==> src/include/tpl_pkg.sv <==
package tpl_pkg;

  localparam int unsigned TPL_NUM_SENSORS = 4;
  localparam int unsigned TPL_CLK_PERIOD_NS = 25;
  localparam int unsigned TPL_SAMPLE_NS = 1000;
  localparam int unsigned TPL_SAMPLE_CYC =
    (TPL_SAMPLE_NS + TPL_CLK_PERIOD_NS - 1) / TPL_CLK_PERIOD_NS;

  localparam logic [11:0] TPL_THERM_TARGET_ADDR = 12'h1a2;
  localparam int unsigned TPL_MAX_JUNCTION_TEMP_LSB = 16;
  localparam int unsigned TPL_MAX_JUNCTION_TEMP_MSB = 23;
  localparam int unsigned TPL_OFS_LSB = 24;
  localparam int unsigned TPL_OFS_MSB = 29;
  localparam int unsigned TPL_TAU_LSB = 0;
  localparam int unsigned TPL_TAU_MSB = 6;
  localparam logic [5:0] TPL_OFS_RST = 6'h00;
  localparam logic [6:0] TPL_TAU_RST = 7'h00;
  localparam logic [7:0] TPL_MAX_JUNCTION_TEMP_DEFAULT = 8'h64;

  localparam logic [7:0] TPL_MIN_RATIO = 8'h08;
  localparam logic [7:0] TPL_RATIO_RST = 8'h08;
  localparam logic [7:0] TPL_RAPID_STEP = 8'h04;
  localparam logic [7:0] TPL_SLOW_STEP = 8'h01;
  localparam logic [3:0] TPL_MAX_SHIFT = 4'hf;
  localparam int unsigned TPL_WEIGHTED_MOVING_AVERAGE_FRAC = 8;
  localparam int unsigned TPL_CEIL_GUARD_SHIFT = 3;

  typedef enum logic [2:0] {
    TPL_ST_NORMAL  = 3'b001,
    TPL_ST_LIMIT   = 3'b010,
    TPL_ST_RESTORE = 3'b100
  } tpl_state_t;

  typedef struct packed {
    logic [15:0] sustained_power_cap;
    logic [15:0] burst_power_cap;
    logic [15:0] spike_duty_power_cap;
    logic [15:0] absolute_power_ceiling;
    logic        spike_duty_en;
    logic [3:0]  tau_shift;
  } tpl_pkg_cfg_t;

  typedef struct packed {
    logic        plat_en;
    logic [15:0] platform_sustained_cap;
    logic [15:0] platform_burst_cap;
    logic [15:0] platform_spike_duty_cap;
    logic        spike_duty_en;
    logic [3:0]  tau_shift;
  } tpl_plat_cfg_t;

  localparam tpl_pkg_cfg_t TPL_PKG_CFG_RST = '0;
  localparam tpl_plat_cfg_t TPL_PLAT_CFG_RST = '0;

endpackage

==> src/tpl_thermal_power_ctl.sv <==
`timescale 1ns/1ps
module tpl_thermal_power_ctl #(
  parameter logic [7:0] P_MAX_JUNCTION_TEMP = tpl_pkg::TPL_MAX_JUNCTION_TEMP_DEFAULT
) (
  // Clock and reset
  input  wire logic                      i_core_clk,
  input  wire logic                      i_rstn,
  // Thermal target register port
  input  wire logic [11:0]               i_reg_addr,
  input  wire logic                      i_reg_rd,
  input  wire logic                      i_reg_wr,
  input  wire logic [63:0]               i_reg_wdata,
  output logic      [63:0]               o_reg_rdata,
  output logic                           o_reg_ack,
  // On-die sensors, distance below maximum temperature
  input  wire logic [tpl_pkg::TPL_NUM_SENSORS-1:0][7:0] i_on_die_temp_sensor,
  // Power telemetry
  input  wire logic [15:0]               i_pkg_power,
  input  wire logic [15:0]               i_plat_power,
  // Power limit configuration
  input  wire tpl_pkg::tpl_pkg_cfg_t     i_pkg_cfg,
  input  wire tpl_pkg::tpl_plat_cfg_t    i_plat_cfg,
  // Ratio ceilings
  input  wire logic [7:0]                i_max_core_ratio,
  input  wire logic [7:0]                i_max_gfx_ratio,
  // Control outputs
  output logic      [7:0]                o_core_ratio,
  output logic      [7:0]                o_gfx_ratio,
  output logic                           o_thermal_control_circuit,
  output logic                           o_processor_hot_pin,
  output logic                           o_power_limited
);
  import tpl_pkg::*;

  function automatic logic [7:0] tpl_min8(input logic [7:0] a,
                                          input logic [7:0] b);
    tpl_min8 = (a < b) ? a : b;
  endfunction

  function automatic logic [7:0] tpl_step_down(input logic [7:0] r,
                                               input logic [7:0] s);
    tpl_step_down = (r > TPL_MIN_RATIO + s) ? r - s : TPL_MIN_RATIO;
  endfunction

  function automatic logic [7:0] tpl_step_up(input logic [7:0] r,
                                             input logic [7:0] mx);
    if (r > mx) begin
      tpl_step_up = mx;
    end else if (r < mx) begin
      tpl_step_up = r + TPL_SLOW_STEP;
    end else begin
      tpl_step_up = r;
    end
  endfunction

  function automatic logic [16:0] tpl_guard(input logic [15:0] p);
    tpl_guard = {1'b0, p} + {4'h0, p[15:TPL_CEIL_GUARD_SHIFT]};
  endfunction

  // Sample timing.
  logic [5:0]    tick_cnt_r;
  logic          tick_r;

  // Thermal target register fields.
  logic [5:0]    offset_r;
  logic [6:0]    tau_r;
  logic [63:0]   rdata_r;
  logic          ack_r;

  // Captured configuration; optional caps come out of reset disabled.
  tpl_pkg_cfg_t  pkg_cfg_r;
  tpl_plat_cfg_t plat_cfg_r;

  // Temperature path.
  logic [7:0]    hot_chain [TPL_NUM_SENSORS:0];
  logic [7:0]    hottest_r;
  logic [7:0]    inst_temp;
  logic [7:0]    set_point;
  logic [3:0]    temp_shift;
  logic [15:0]   avg_temp_w;
  logic [15:0]   pkg_avg;
  logic [15:0]   plat_avg;

  // Limit decisions.
  logic          at_max;
  logic          over_set;
  logic          tcc_nxt;
  logic          tcc_r;
  logic          slow_lim;
  logic          rapid_lim;
  logic          pwr_lim_r;
  tpl_state_t    state_r;
  tpl_state_t    state_nxt;
  logic [7:0]    core_ratio_r;
  logic [7:0]    gfx_ratio_r;
  logic          hot_r;

  always_ff @(posedge i_core_clk) begin
    if (!i_rstn) begin
      tick_cnt_r <= 6'h00;
      tick_r     <= 1'b0;
    end else if (tick_cnt_r == 6'(TPL_SAMPLE_CYC - 1)) begin
      tick_cnt_r <= 6'h00;
      tick_r     <= 1'b1;
    end else begin
      tick_cnt_r <= tick_cnt_r + 6'h01;
      tick_r     <= 1'b0;
    end
  end

  // Only offset and window are writable; the maximum temperature field
  // is a constant and there is no enable bit for the protection.
  always_ff @(posedge i_core_clk) begin
    if (!i_rstn) begin
      offset_r <= TPL_OFS_RST;
      tau_r    <= TPL_TAU_RST;
    end else if (i_reg_wr && i_reg_addr == TPL_THERM_TARGET_ADDR) begin
      offset_r <= i_reg_wdata[TPL_OFS_MSB:TPL_OFS_LSB];
      tau_r    <= i_reg_wdata[TPL_TAU_MSB:TPL_TAU_LSB];
    end
  end

  // Every access is answered the next cycle; other addresses read zero.
  always_ff @(posedge i_core_clk) begin
    if (!i_rstn) begin
      rdata_r <= 64'h0000000000000000;
      ack_r   <= 1'b0;
    end else begin
      ack_r   <= i_reg_rd | i_reg_wr;
      rdata_r <= 64'h0000000000000000;
      if (i_reg_rd && i_reg_addr == TPL_THERM_TARGET_ADDR) begin
        rdata_r[TPL_MAX_JUNCTION_TEMP_MSB:TPL_MAX_JUNCTION_TEMP_LSB] <= P_MAX_JUNCTION_TEMP;
        rdata_r[TPL_OFS_MSB:TPL_OFS_LSB]     <= offset_r;
        rdata_r[TPL_TAU_MSB:TPL_TAU_LSB]     <= tau_r;
      end
    end
  end

  always_ff @(posedge i_core_clk) begin
    if (!i_rstn) begin
      pkg_cfg_r  <= TPL_PKG_CFG_RST;
      plat_cfg_r <= TPL_PLAT_CFG_RST;
    end else begin
      pkg_cfg_r  <= i_pkg_cfg;
      plat_cfg_r <= i_plat_cfg;
    end
  end

  // The hottest sensor is the one closest to the maximum.
  assign hot_chain[0] = 8'hff;
  genvar g;
  generate
    for (g = 0; g < TPL_NUM_SENSORS; g++) begin : g_hot
      assign hot_chain[g+1] = tpl_min8(hot_chain[g],
                                       i_on_die_temp_sensor[g]);
    end
  endgenerate

  always_ff @(posedge i_core_clk) begin
    if (!i_rstn) begin
      hottest_r <= 8'hff;
    end else begin
      hottest_r <= hot_chain[TPL_NUM_SENSORS];
    end
  end

  // Readings never exceed the maximum, so a larger distance than the
  // maximum simply clamps the absolute temperature at zero.
  always_comb begin
    inst_temp = (hottest_r > P_MAX_JUNCTION_TEMP) ? 8'h00
              : P_MAX_JUNCTION_TEMP - hottest_r;
    set_point = ({2'b00, offset_r} > P_MAX_JUNCTION_TEMP) ? 8'h00
              : P_MAX_JUNCTION_TEMP - {2'b00, offset_r};
    temp_shift = (tau_r > {3'h0, TPL_MAX_SHIFT}) ? TPL_MAX_SHIFT
               : tau_r[3:0];
  end

  tpl_weighted_moving_average u_temp_avg (
    .i_core_clk (i_core_clk),
    .i_rstn     (i_rstn),
    .i_sample   (tick_r),
    .i_value    ({8'h00, inst_temp}),
    .i_shift    (temp_shift),
    .o_avg      (avg_temp_w)
  );

  tpl_weighted_moving_average u_pkg_avg (
    .i_core_clk (i_core_clk),
    .i_rstn     (i_rstn),
    .i_sample   (tick_r),
    .i_value    (i_pkg_power),
    .i_shift    (pkg_cfg_r.tau_shift),
    .o_avg      (pkg_avg)
  );

  tpl_weighted_moving_average u_plat_avg (
    .i_core_clk (i_core_clk),
    .i_rstn     (i_rstn),
    .i_sample   (tick_r),
    .i_value    (i_plat_power),
    .i_shift    (plat_cfg_r.tau_shift),
    .o_avg      (plat_avg)
  );

  always_comb begin
    at_max   = (hottest_r == 8'h00);
    if (tau_r == 7'h00) begin
      over_set = (inst_temp >= set_point);
    end else begin
      over_set = (avg_temp_w >= {8'h00, set_point});
    end
    tcc_nxt = at_max | over_set;
  end

  // Slow limits nudge the ratio; rapid ones cut it in larger steps.
  always_comb begin
    slow_lim  = (pkg_avg > pkg_cfg_r.sustained_power_cap);
    rapid_lim = (i_pkg_power > pkg_cfg_r.burst_power_cap)
              | (tpl_guard(i_pkg_power)
                 > {1'b0, pkg_cfg_r.absolute_power_ceiling})
              | at_max;
    if (pkg_cfg_r.spike_duty_en &&
        i_pkg_power > pkg_cfg_r.spike_duty_power_cap) begin
      rapid_lim = 1'b1;
    end
    if (plat_cfg_r.plat_en) begin
      if (plat_avg > plat_cfg_r.platform_sustained_cap) begin
        slow_lim = 1'b1;
      end
      if (i_plat_power > plat_cfg_r.platform_burst_cap) begin
        rapid_lim = 1'b1;
      end
      if (plat_cfg_r.spike_duty_en &&
          i_plat_power > plat_cfg_r.platform_spike_duty_cap) begin
        rapid_lim = 1'b1;
      end
    end
  end

  always_ff @(posedge i_core_clk) begin
    if (!i_rstn) begin
      tcc_r     <= 1'b0;
      pwr_lim_r <= 1'b0;
    end else if (tick_r) begin
      tcc_r     <= tcc_nxt;
      pwr_lim_r <= slow_lim | rapid_lim;
    end
  end

  always_comb begin
    if (tcc_r || pwr_lim_r) begin
      state_nxt = TPL_ST_LIMIT;
    end else if (core_ratio_r != i_max_core_ratio ||
                 gfx_ratio_r != i_max_gfx_ratio) begin
      state_nxt = TPL_ST_RESTORE;
    end else begin
      state_nxt = TPL_ST_NORMAL;
    end
  end

  always_ff @(posedge i_core_clk) begin
    if (!i_rstn) begin
      state_r <= TPL_ST_RESTORE;
    end else begin
      // Following every cycle lets the next tick step down at once.
      state_r <= state_nxt;
    end
  end

  // Both domains move together; while a limit stands the ratio keeps
  // falling each sample until the floor, so recovery waits for release.
  always_ff @(posedge i_core_clk) begin
    if (!i_rstn) begin
      core_ratio_r <= TPL_RATIO_RST;
      gfx_ratio_r  <= TPL_RATIO_RST;
    end else if (tick_r) begin
      case (state_r)
        TPL_ST_LIMIT: begin
          if (rapid_lim) begin
            core_ratio_r <= tpl_step_down(core_ratio_r,
                                          TPL_RAPID_STEP);
            gfx_ratio_r  <= tpl_step_down(gfx_ratio_r,
                                          TPL_RAPID_STEP);
          end else if (tcc_r || pwr_lim_r) begin
            core_ratio_r <= tpl_step_down(core_ratio_r,
                                          TPL_SLOW_STEP);
            gfx_ratio_r  <= tpl_step_down(gfx_ratio_r,
                                          TPL_SLOW_STEP);
          end
        end
        TPL_ST_RESTORE: begin
          core_ratio_r <= tpl_step_up(core_ratio_r, i_max_core_ratio);
          gfx_ratio_r  <= tpl_step_up(gfx_ratio_r, i_max_gfx_ratio);
        end
        TPL_ST_NORMAL: begin
          core_ratio_r <= tpl_step_up(core_ratio_r, i_max_core_ratio);
          gfx_ratio_r  <= tpl_step_up(gfx_ratio_r, i_max_gfx_ratio);
        end
        default: begin
          core_ratio_r <= TPL_RATIO_RST;
          gfx_ratio_r  <= TPL_RATIO_RST;
        end
      endcase
    end
  end

  always_ff @(posedge i_core_clk) begin
    if (!i_rstn) begin
      hot_r <= 1'b0;
    end else begin
      hot_r <= tcc_r;
    end
  end

  assign o_reg_rdata               = rdata_r;
  assign o_reg_ack                 = ack_r;
  assign o_core_ratio              = core_ratio_r;
  assign o_gfx_ratio               = gfx_ratio_r;
  assign o_thermal_control_circuit = tcc_r;
  assign o_processor_hot_pin       = hot_r;
  assign o_power_limited           = pwr_lim_r;

endmodule

==> src/tpl_weighted_moving_average.sv <==
`timescale 1ns/1ps
module tpl_weighted_moving_average (
  // Clock and reset
  input  wire logic        i_core_clk,
  input  wire logic        i_rstn,
  // Sample stream
  input  wire logic        i_sample,
  input  wire logic [15:0] i_value,
  input  wire logic [3:0]  i_shift,
  // Average
  output logic      [15:0] o_avg
);
  import tpl_pkg::*;

  logic        [23:0] acc_r;
  logic signed [24:0] diff;
  logic signed [24:0] step;
  logic signed [24:0] sum;

  // A shift of zero makes the average follow the input at once.
  always_comb begin
    diff = $signed({1'b0, i_value, 8'h00}) - $signed({1'b0, acc_r});
    step = diff >>> i_shift;
    sum  = $signed({1'b0, acc_r}) + step;
  end

  // The accumulator is not restarted on a window change, so the
  // average settles toward new limits at the new window's pace.
  always_ff @(posedge i_core_clk) begin
    if (!i_rstn) begin
      acc_r <= 24'h000000;
    end else if (i_sample) begin
      acc_r <= sum[23:0];
    end
  end

  assign o_avg = acc_r[23:TPL_WEIGHTED_MOVING_AVERAGE_FRAC];

endmodule
==> config.mk <==
export PLATFORM = sky130hd
export DESIGN_NAME = tpl_thermal_power_ctl
export DESIGN_NICKNAME = d
export VERILOG_FILES = /design/src/include/tpl_pkg.sv /design/src/tpl_thermal_power_ctl.sv /design/src/tpl_weighted_moving_average.sv
export SDC_FILE = /design/constraint.sdc
export NUM_CORES = 1
export LEC_CHECK = 0
export ABC_AREA = 1
export BUFFER_PORTS_ARGS = -buffer_cell sky130_fd_sc_hd__clkbuf_2
export CAP_MARGIN = 20
export CORE_MARGIN = 4
export CORE_UTILIZATION = 31
export CTS_CLUSTER_DIAMETER = 120
export CTS_CLUSTER_SIZE = 25
export DETAILED_ROUTE_END_ITERATION = 8
export GPL_ROUTABILITY_DRIVEN = 1
export PLACE_DENSITY = 0.47
export SLEW_MARGIN = 10
export SYNTH_ARGS = -nofsm -noshare
export SYNTH_HDL_FRONTEND = slang
export SYNTH_HIERARCHICAL = 1
export SYNTH_SLANG_ARGS = --single-unit
==> constraint.sdc <==
create_clock -name i_core_clk -period 8.15 [get_ports i_core_clk]
set_input_delay 0.815 -clock i_core_clk [delete_from_list [all_inputs] [get_ports i_core_clk]]
set_output_delay 0.815 -clock i_core_clk [all_outputs]
set_load 0.05 [all_outputs]
### Word level (Yosys, flattened, before mapping)

Cells that the tools add are included.

* register bits: 310
* input port bits: 283

* $add $sub $neg: 16
* magnitude comparators: 23
* equal/unequal tests: 10
* shift operators: 3
* mux-type cells: 31
* bitwise gates (word level): 6
* reductions and logical operators: 14

Operators by type and width (count)
* 8-bit 2-to-1 mux: 17
* 16-bit greater-than comparator: 6
* 25-bit by 4-bit >>> shifter with 24-bit output: 3
* 24-bit adder: 3
* 24-bit by 24-bit subtractor with 25-bit output: 2
* 8-bit less-than comparator: 5
* 8-bit by 4-bit greater-than comparator with 1-bit output, second input constant: 4
* 8-bit case mux with 2 select lines: 2
* 16-bit by 24-bit subtractor with 25-bit output: 1
* 16-bit by 13-bit adder with 17-bit output: 1
* 17-bit by 16-bit greater-than comparator with 1-bit output: 1
* 8-bit by 1-bit adder with 8-bit output, second input constant: 2
* 16-bit by 8-bit greater-or-equal comparator with 1-bit output: 1
* 8-bit greater-than comparator: 2
* 8-bit inequality test: 2
* 8-bit by 1-bit subtractor with 8-bit output, second input constant: 2
* 8-bit by 3-bit subtractor with 8-bit output, second input constant: 2
* 14-bit 2-to-1 mux: 1
* 12-bit by 9-bit equality test with 1-bit output, second input constant: 1
* 8-bit greater-or-equal comparator: 1
* 8-bit by 7-bit greater-than comparator with 1-bit output, second input constant: 1
* 8-bit logical NOT: 1
* 8-bit less-than comparator, first input constant: 1
* 1-bit 2-to-1 mux: 8
* other kinds (20): 33

### Longest topological paths before layout

Gate-level depths: netlist of the first run.

* depth after elaboration: 10
* mapped depth: 39
* gate-level depth less buffers: 39

### Hierarchy

The synthesis of the first run kept the hierarchy.

Modules (own cells, without submodules)
* tpl_thermal_power_ctl: times used 1, cells an instance 1760, area each 12612.1 um2, seq. area each 3763.6 um2
* tpl_weighted_moving_average at u_pkg_avg ...: times used 2, cells an instance 740, area each 4399.2 um2, seq. area each 480.5 um2
* tpl_weighted_moving_average at u_temp_avg: times used 1, cells an instance 753, area each 4374.2 um2, seq. area each 480.5 um2

### Least setup slack after synthesis of the first run

Ideal clock, no wire load.

* path type: register -> register
* start point: register hottest_r[0]
* end point: register u_temp_avg.acc_r[18]
* setup time: 0.056 ns
* arrival: 4.597 ns
* slack: 3.497 ns
* stages on the path, launching flop included: 36
* buffers on the path: 0
* cell sequence: dfxtp_1 inv_1 ha_1 nor2_1 nor2_1 o21ai_1 nor2_1 ha_1 a21oi_1 o21ai_0 o21bai_4 xnor2_1 o21ai_0 inv_1 nand2_1 o211ai_1 nand3_1 nand2_1 inv_1 ha_1 inv_1 fa_1 nor2_1 o21ai_1 nand2_1 nand2_1 a21oi_1 a21boi_1 o21ai_1 nand2_1 nand3_1 nand2_1 a21o_1 nand3_1 nand2_1 inv_1

* longest elaborated chain between the ends: 5
* elaborated cells on any way between the ends: 6
* those cells by class: add/sub: 3; order compare: 1; shift: 1; mux: 1

RTL lines
* from (decl): RTL line tpl_thermal_power_ctl.sv:76 `logic [7:0] hottest_r;`
* from (signal assigned): RTL line tpl_thermal_power_ctl.sv:163 `hottest_r <= hot_chain[TPL_NUM_SENSORS];`
* 7-bit by 8-bit subtractor with 8-bit output or 8-bit by 7-bit greater-than comparator with 1-bit output (tied branches): RTL line tpl_thermal_power_ctl.sv:171, tpl_thermal_power_ctl.sv:170
* 8-bit 2-to-1 mux *: RTL line tpl_thermal_power_ctl.sv:170 `inst_temp = (hottest_r > P_MAX_JUNCTION_TEMP) ? 8'h00`
* named net inst_temp[1]: RTL line tpl_thermal_power_ctl.sv:77 `logic [7:0] inst_temp;`
* 16-bit by 24-bit subtractor with 25-bit output *: RTL line tpl_weighted_moving_average.sv:22 `diff = $signed({1'b0, i_value, 8'h00}) - $signed({1'b0, acc_r});`
* 25-bit by 4-bit >>> shifter with 24-bit output *: RTL line tpl_weighted_moving_average.sv:23 `step = diff >>> i_shift;`
* 24-bit adder *: RTL line tpl_weighted_moving_average.sv:24 `sum = $signed({1'b0, acc_r}) + step;`
* to (signal assigned): RTL line tpl_weighted_moving_average.sv:33 `acc_r <= sum[23:0];`
* to (decl): RTL line tpl_weighted_moving_average.sv:15 `logic [23:0] acc_r;`

Mark *: on every way through the listed nets, which the timed path passes. The rest lies on a longest branch.
A chain may end at the register's enable or synchronous reset.

### Final worst setup path of the first run

Ends and elaborated chain as after synthesis.

==> impl_metrics.tcl, run 1 <==
set metrics [dict create \
    wl_per_cell_um 15.7 \
    hold_buffers 0 \
    worst_setup_path_start_kind "flop" \
    dr.pass1.iters 5 \
    drtIter0Drc 1628 \
    clockRootBuffer "clkbuf_16" \
    critPathKind "reg2reg" \
    grt_overflow 0 \
    finalCoreUtilization_pct 34.4 \
    hold_start "i_plat_cfg[42]" \
    syn_area_um2 25800 \
    synthTopCellsByArea "dfxtp_1, ha_1, nand2_1" \
    fin_skew_ns 0.0435 \
    max_slew_margin_pct 31.4 \
    dp_hpwl_um 66900 \
    ys_types 62 \
    synth_edf_count 0 \
    seq_area_frac_synth_pct 20.2 \
    maxCapViolCount 0 \
    die_x_um 296 \
    cpMostUsedCell "nand2_1" \
    synth-async-reset-ratio_pct 0 \
    clockBufferDepth 3 \
    via_per_inst 4.71 \
    rsz0062_at_grt "false" \
    fin_setup_tns_ns 0 \
    endpoint_kind "flop" \
    startpoint "hottest_r[0]" \
    worstPathArrival_ns 6.38 \
    grt_max_degree 90 \
    path_clk_slew_ns 0.11 \
    critical_path_required_ns 8.67 \
    status "finished clean" \
    dieArea_um2 87900 \
    vias 24600 \
    synth_top_area_share_pct 20.2 \
    wl_um 81900 \
    cellPowerDensity_nw_per_um2 135 \
    p_leak_uw 0.0153 \
    synth.most_common_cell "nand2_1" \
    cts_tree "built" \
    syn2layout_area_growth_pct 9.62 \
    gr-usage-met3_pct 2.01 \
    slowest_delay_ns 0.40 \
    ir_drop_mv 0.0936 \
    rows 105 \
    hold_viol_final 0 \
    yosys_most_used_dff "dfxtp_1" \
    grtUsageMet1_pct 26.4 \
    setup_viol 0 \
    synth-seq-cells 260 \
    min_period_ns 5.87 \
    globalplace.congestion 0.871 \
    clock_latency_ns 0.57 \
    h-tree-depth 1 \
    synthCells 3993 \
    grtUsageMet2_pct 29.1 \
    drc_errors 0 \
    initial_core_util_pct 31.4 \
    cp_slowest_cell "ha_1" \
    max_freq_mhz 170 \
    ctsResizeCount 0 \
    syn_avg_cell_area_um2 6.46 \
    synth_top_area_cell "dfxtp_1" \
    layout-drive-gt1-share_pct 10.7 \
    io_pins 367 \
    antenna_found_initial 4 \
    die-height_um 296 \
    yosysWarningCount 6 \
    cts_buffers 18 \
    grt_pass1_wl_um 128000 \
    numPortBuffers 267 \
    ant_nets 0 \
    hold_class "in2reg" \
    ys_top_cells_by_count "nand2_1, inv_1, a21oi_1" \
    busiest_layer "met2" \
    worst_pin_slew_ns 1.02 \
    coreArea_um2 82200 \
    fin_ws_ns 2.28 \
    maxSlewViolCount 0 \
    final_nets 4760 \
    cts_setup_buffers 0 \
    finalCritPeriodShare_pct 72.0 \
    grt_pass1_vias 23300 \
    grt_use_total_pct 18.1 \
    dpl_worst_slack_ns 2.32 \
    clkSinkCount 260 \
    critPathMaxFanout 6 \
    rr_startpoint "hottest_r[0]" \
]
routing by layer:
| metal | vias to the layer above | wire length (µm) |
|---|---|---|
| met5 | - | 13 |
| met4 | 2 | 1150 |
| met3 | 48 | 3900 |
| met2 | 502 | 35300 |
| met1 | 10900 | 41600 |
| li1 | 13100 | - |
worst max-delay path, delay by kind of cell, from the launching register on:
kind | cells | cell delay (ns)
simple gates | 14 | 1.60
xor+xnor | 1 | 0.14
fa+ha+maj | 4 | 1.18
buf+inv | 5 | 0.30
flops | 1 | 0.32
compound gates | 11 | 2.28
final timing paths:
check,endpoint,slack [ns],cells past startpoint
max,u_temp_avg/acc_r[18],2.28,35
min,plat_cfg_r[42],0.44,3
max reg2reg,u_temp_avg/acc_r[18],2.28,35
min reg2reg,o_reg_rdata[2],0.45,2
where the power goes:
group	switching [µW]	total (µW)	internal, µW
sequential	25.2	1340	1310
combinational	918	1410	493
clock	572	1060	491
total	1520	3810	2300
cells by family (layout without fill, tap and decap cells):
logic type | after synthesis | in the layout | synth area share (%)
and+or+nand+nor | 1572 | 1572 | 26.8
buffers and inverters | 916 | 1029 | 15.0
AOI/OAI and AO/OA | 770 | 770 | 16.9
adders and majority gates | 325 | 325 | 15.9
DFF | 260 | 260 | 20.2
xor gates and xnor gates | 139 | 139 | 4.81
muxes | 10 | 10 | 0.388
other | 1 | 58 | 0.0145
registers in the layout (all words and copies together), names as in the netlist:
register and flops:
state_r 3, hottest_r 8, offset_r 6, o_processor_hot_pin 1
u_pkg_avg/acc_r 24, o_power_limited 1, tick_r 1, o_core_ratio 8
o_reg_ack 1, o_reg_rdata 14, o_gfx_ratio 8, o_thermal_control_circuit 1
u_plat_avg/acc_r 24, tick_cnt_r 6, pkg_cfg_r 69, tau_r 7
u_temp_avg/acc_r 24, plat_cfg_r 54
cell usage in the layout (no fill, tap or decap), types with 6 or more instances in the layout:
cell type / netlist / routed
o21bai_1: 18 / 18
nand3_1: 275 / 275
nand4_1: 39 / 39
clkbuf_2: 0 / 267
o21a_1: 10 / 10
a21o_1: 10 / 10
o21ai_0: 245 / 245
nand2_2: 31 / 31
a21boi_0: 7 / 7
nand3_4: 6 / 6
nor4_1: 25 / 24
xor2_1: 78 / 78
nor2_1: 238 / 238
conb_1: 1 / 56
clkbuf_16: 0 / 19
clkinv_1: 14 / 14
o21ai_2: 15 / 15
ha_1: 321 / 321
a21oi_1: 331 / 331
a211oi_1: 8 / 8
mux2i_1: 10 / 10
inv_1: 683 / 683
dfxtp_1: 260 / 259
nand3_2: 15 / 15
inv_2: 21 / 21
xnor2_1: 58 / 58
o211ai_1: 44 / 44
a31oi_1: 13 / 13
buf_4: 98 / 11
nand2_1: 860 / 860
nor3_1: 49 / 49
o21ai_1: 33 / 33
per-stage QoR:
step / power (µW) / cell area [µm²] / hold WS [ns] / std cells
after floorplan: 2430 / 26000 / 0.427 / 4048
after global placement: 2770 / 27600 / 0.442 / 5201
after detailed placement: 2780 / 27600 / 0.448 / 5201
after CTS: 3880 / 28300 / 0.387 / 5230
after global routing: 4110 / 28300 / 0.409 / 5233
final: 3810 / 28300 / 0.437 / 5233
final cells by class:
cell class | count | area [µm²]
Sequential cell | 260 | 5210
Antenna cell | 2 | 5.00
Fill cell | 9251 | 54000
Multi-Input combinational cell | 2872 | 16900
Clock buffer | 19 | 475
Tap cell | 1070 | 1340
Clock inverter | 10 | 160
Inverter | 721 | 2710
Timing Repair Buffer | 279 | 1430
Note: power is estimated with default switching activity, not from simulation.
==> run 2: changes to the inputs <==
- PLACE_DENSITY: 0.47 -> 0.49
- clock period: 8.15 -> 5.35 ns (I/O delays scaled with it)
==> run 2 against run 1 <==
Against the previous run: die area stayed put; cell count is 1.3% higher; clock skew is 0.013 ns lower; power is 58% higher; setup slack worse by 2.0 ns; combinational power is 65% higher; sequential cell count stayed put; sequential power is 51% higher; utilization is 0.95 points higher; largest cell class unchanged.
==> impl_metrics.tcl, run 2 (same netlist as run 1, synthesis figures left out) <==
set metrics [dict create \
    status "finished clean" \
    gr-usage-met3_pct 2.56 \
    final_cell_mix "nand2_1, inv_1, a21oi_1" \
    worstPathArrival_ns 5.51 \
    pwr-share-seq_pct 33.6 \
    max_freq_mhz 199 \
    final_nets 4829 \
    largestRegisters "pkg_cfg_r x69, plat_cfg_r x54" \
    clock_latency_ns 0.57 \
    initial_core_util_pct 31.4 \
    slowest_delay_ns 0.31 \
    clockBufferDepth 3 \
    fin_skew_ns 0.0303 \
    grt_use_total_pct 18.0 \
    min_to "plat_cfg_r[47]" \
    largest_register_ffs 69 \
    whs_path_depth 3 \
    h-tree-depth 1 \
    cts_buffers 19 \
    grt_pass1_wl_um 127000 \
    worst_pin_slew_ns 0.959 \
    antenna_found_initial 4 \
    wl_um 81500 \
    maxCapViolCount 0 \
    max_slew_margin_pct 35.7 \
    rows 105 \
    timing.hold.ws_ns 0.137 \
    cpMostUsedCell "nand2_1" \
    fin_setup_tns_ns 0 \
    ant_nets 0 \
    die-height_um 296 \
    clockRootBuffer "clkbuf_16" \
    io_pins 367 \
    busiest_layer "met2" \
    p_sw_share_pct 40.1 \
    rr_startpoint "hottest_r[0]" \
    critical_path_required_ns 5.83 \
    rsz0062_at_grt "true" \
    min_period_ns 5.03 \
    reg2reg_slack_ns 0.32 \
    ir_drop_mv 0.200 \
    worst_setup_path_start_kind "flop" \
    hold_class "in2reg" \
    r2r-end "u_temp_avg/acc_r[19]" \
    final_common_cell "nand2_1" \
    p_int_uw 3610 \
    die_x_um 296 \
    finalCritPeriodShare_pct 94.1 \
    p_leak_uw 0.0157 \
    regMostFlops "pkg_cfg_r" \
    grt_pass1_vias 23400 \
    setup_viol 0 \
    wl_per_cell_um 15.4 \
    grtUsageMet1_pct 26.5 \
    dp_hpwl_um 66900 \
    numPortBuffers 267 \
    syn2layout_area_growth_pct 12.7 \
    path_clk_slew_ns 0.10 \
    reg2regPathDepth 32 \
    hold_viol_final 0 \
    critPathKind "reg2reg" \
    drc_errors 0 \
    critPathMaxFanout 5 \
    cellPowerDensity_nw_per_um2 207 \
    dieArea_um2 87900 \
    via_per_inst 4.69 \
    pwr-share-clk_pct 27.9 \
    switching_power_uw 2420 \
    dr.pass1.iters 6 \
    grtUsageMet2_pct 28.2 \
    cp_slowest_cell "dfxtp_1" \
    hold_start "i_plat_cfg[47]" \
    grt_max_degree 80 \
    grt_overflow 0 \
    vias 24900 \
    layout-drive-gt1-share_pct 13.3 \
    clkSinkCount 260 \
    maxSlewViolCount 0 \
    endpoint_kind "flop" \
    coreArea_um2 82200 \
    globalplace.congestion 0.904 \
    cts_tree "built" \
    drtIter0Drc 1536 \
    power.share.combinational_pct 38.5 \
]
==> run 2: cell types whose count changed in the layout (fill, tap and decap cells not counted), moves of 3 or more <==
| cell | previous run | this run |
|---|---|---|
| nor2_2 | 2 | 11 |
| ha_4 | 0 | 3 |
| a21oi_1 | 331 | 321 |
| o21ai_0 | 245 | 240 |
| ha_2 | 0 | 3 |
| buf_4 | 11 | 80 |
| nor2_1 | 238 | 229 |
| nor3_1 | 49 | 45 |
| a21oi_2 | 4 | 13 |
| ha_1 | 321 | 315 |
| nand3_1 | 275 | 272 |
| inv_6 | 1 | 4 |
| nor3_2 | 2 | 5 |
| o21ai_2 | 15 | 20 |
==> run 2: cell type report <==
cell class | count | area (µm²)
Timing Repair Buffer | 347 | 1940
Multi-Input combinational cell | 2872 | 17200
Tap cell | 1070 | 1340
Clock buffer | 19 | 475
Clock inverter | 13 | 208
Inverter | 721 | 2710
Fill cell | 9105 | 53200
Antenna cell | 1 | 2.50
Sequential cell | 260 | 5210
==> run 2: worst max-delay path, delay by kind of cell (launching register included) <==
| family | cells | cell delay, ns |
|---|---|---|
| and+or+nand+nor | 16 | 2.12 |
| DFF | 1 | 0.31 |
| buffers and inverters | 5 | 0.44 |
| AOI/OAI and AO/OA | 7 | 1.11 |
| adders and majority gates | 3 | 0.80 |
| xor gates and xnor gates | 1 | 0.16 |
==> run 2: metrics by stage <==
step | total power [µW] | setup slack [ns] | area, µm² | util, % | std cells
2_1_floorplan | 3700 | 0.697 | 26000 | - | 4048
3_3_place_gp | 4290 | 0.0951 | 28100 | 34.2 | 5267
3_5_place_dp | 4290 | 0.0981 | 28100 | 34.2 | 5267
4_1_cts | 6030 | 0.0978 | 28800 | 35.0 | 5299
5_1_grt | 6490 | -0.0430 | 29000 | 35.3 | 5302
6_report | 6030 | 0.318 | 29000 | 35.3 | 5303
==> run 2: worst max-delay path by stage <==
stage                      start              endpoint  slack [ns]
floorplan           hottest_r[0]  u_temp_avg/acc_r[18]        0.70
global placement    hottest_r[0]  u_temp_avg/acc_r[18]         0.1
detailed placement  hottest_r[0]  u_temp_avg/acc_r[18]         0.1
CTS                 hottest_r[0]  u_temp_avg/acc_r[18]         0.1
global route        hottest_r[0]  u_temp_avg/acc_r[19]       -0.04
finish              hottest_r[0]  u_temp_avg/acc_r[19]        0.32
==> run 2: layer usage <==
metal | up-vias | routed length, µm | share of wire, %
met3 | 50 | 4380 | 5.4
met4 | 4 | 1180 | 1.4
met1 | 11000 | 41800 | 51
met5 | - | 21 | 0.026
li1 | 13300 | - | -
met2 | 502 | 34100 | 42
==> run 2: power groups by stage <==
stage	Sequential [µW]	Combinational, µW	Clock, µW
2_1_floorplan	2060	1630	0
3_3_place_gp	2070	2220	0
3_5_place_dp	2070	2220	0
4_1_cts	2030	2230	1770
5_1_grt	2030	2630	1830
6_report	2030	2320	1680
==> run 2: repair_timing <==
item | CTS | global route
endpoints found under the setup margin | 0 | 16
gates resized for setup | 0 | 57
hold buffers | 0 | 0
buffers inserted | 0 | 3
hold endpoints to repair | 0 | 0
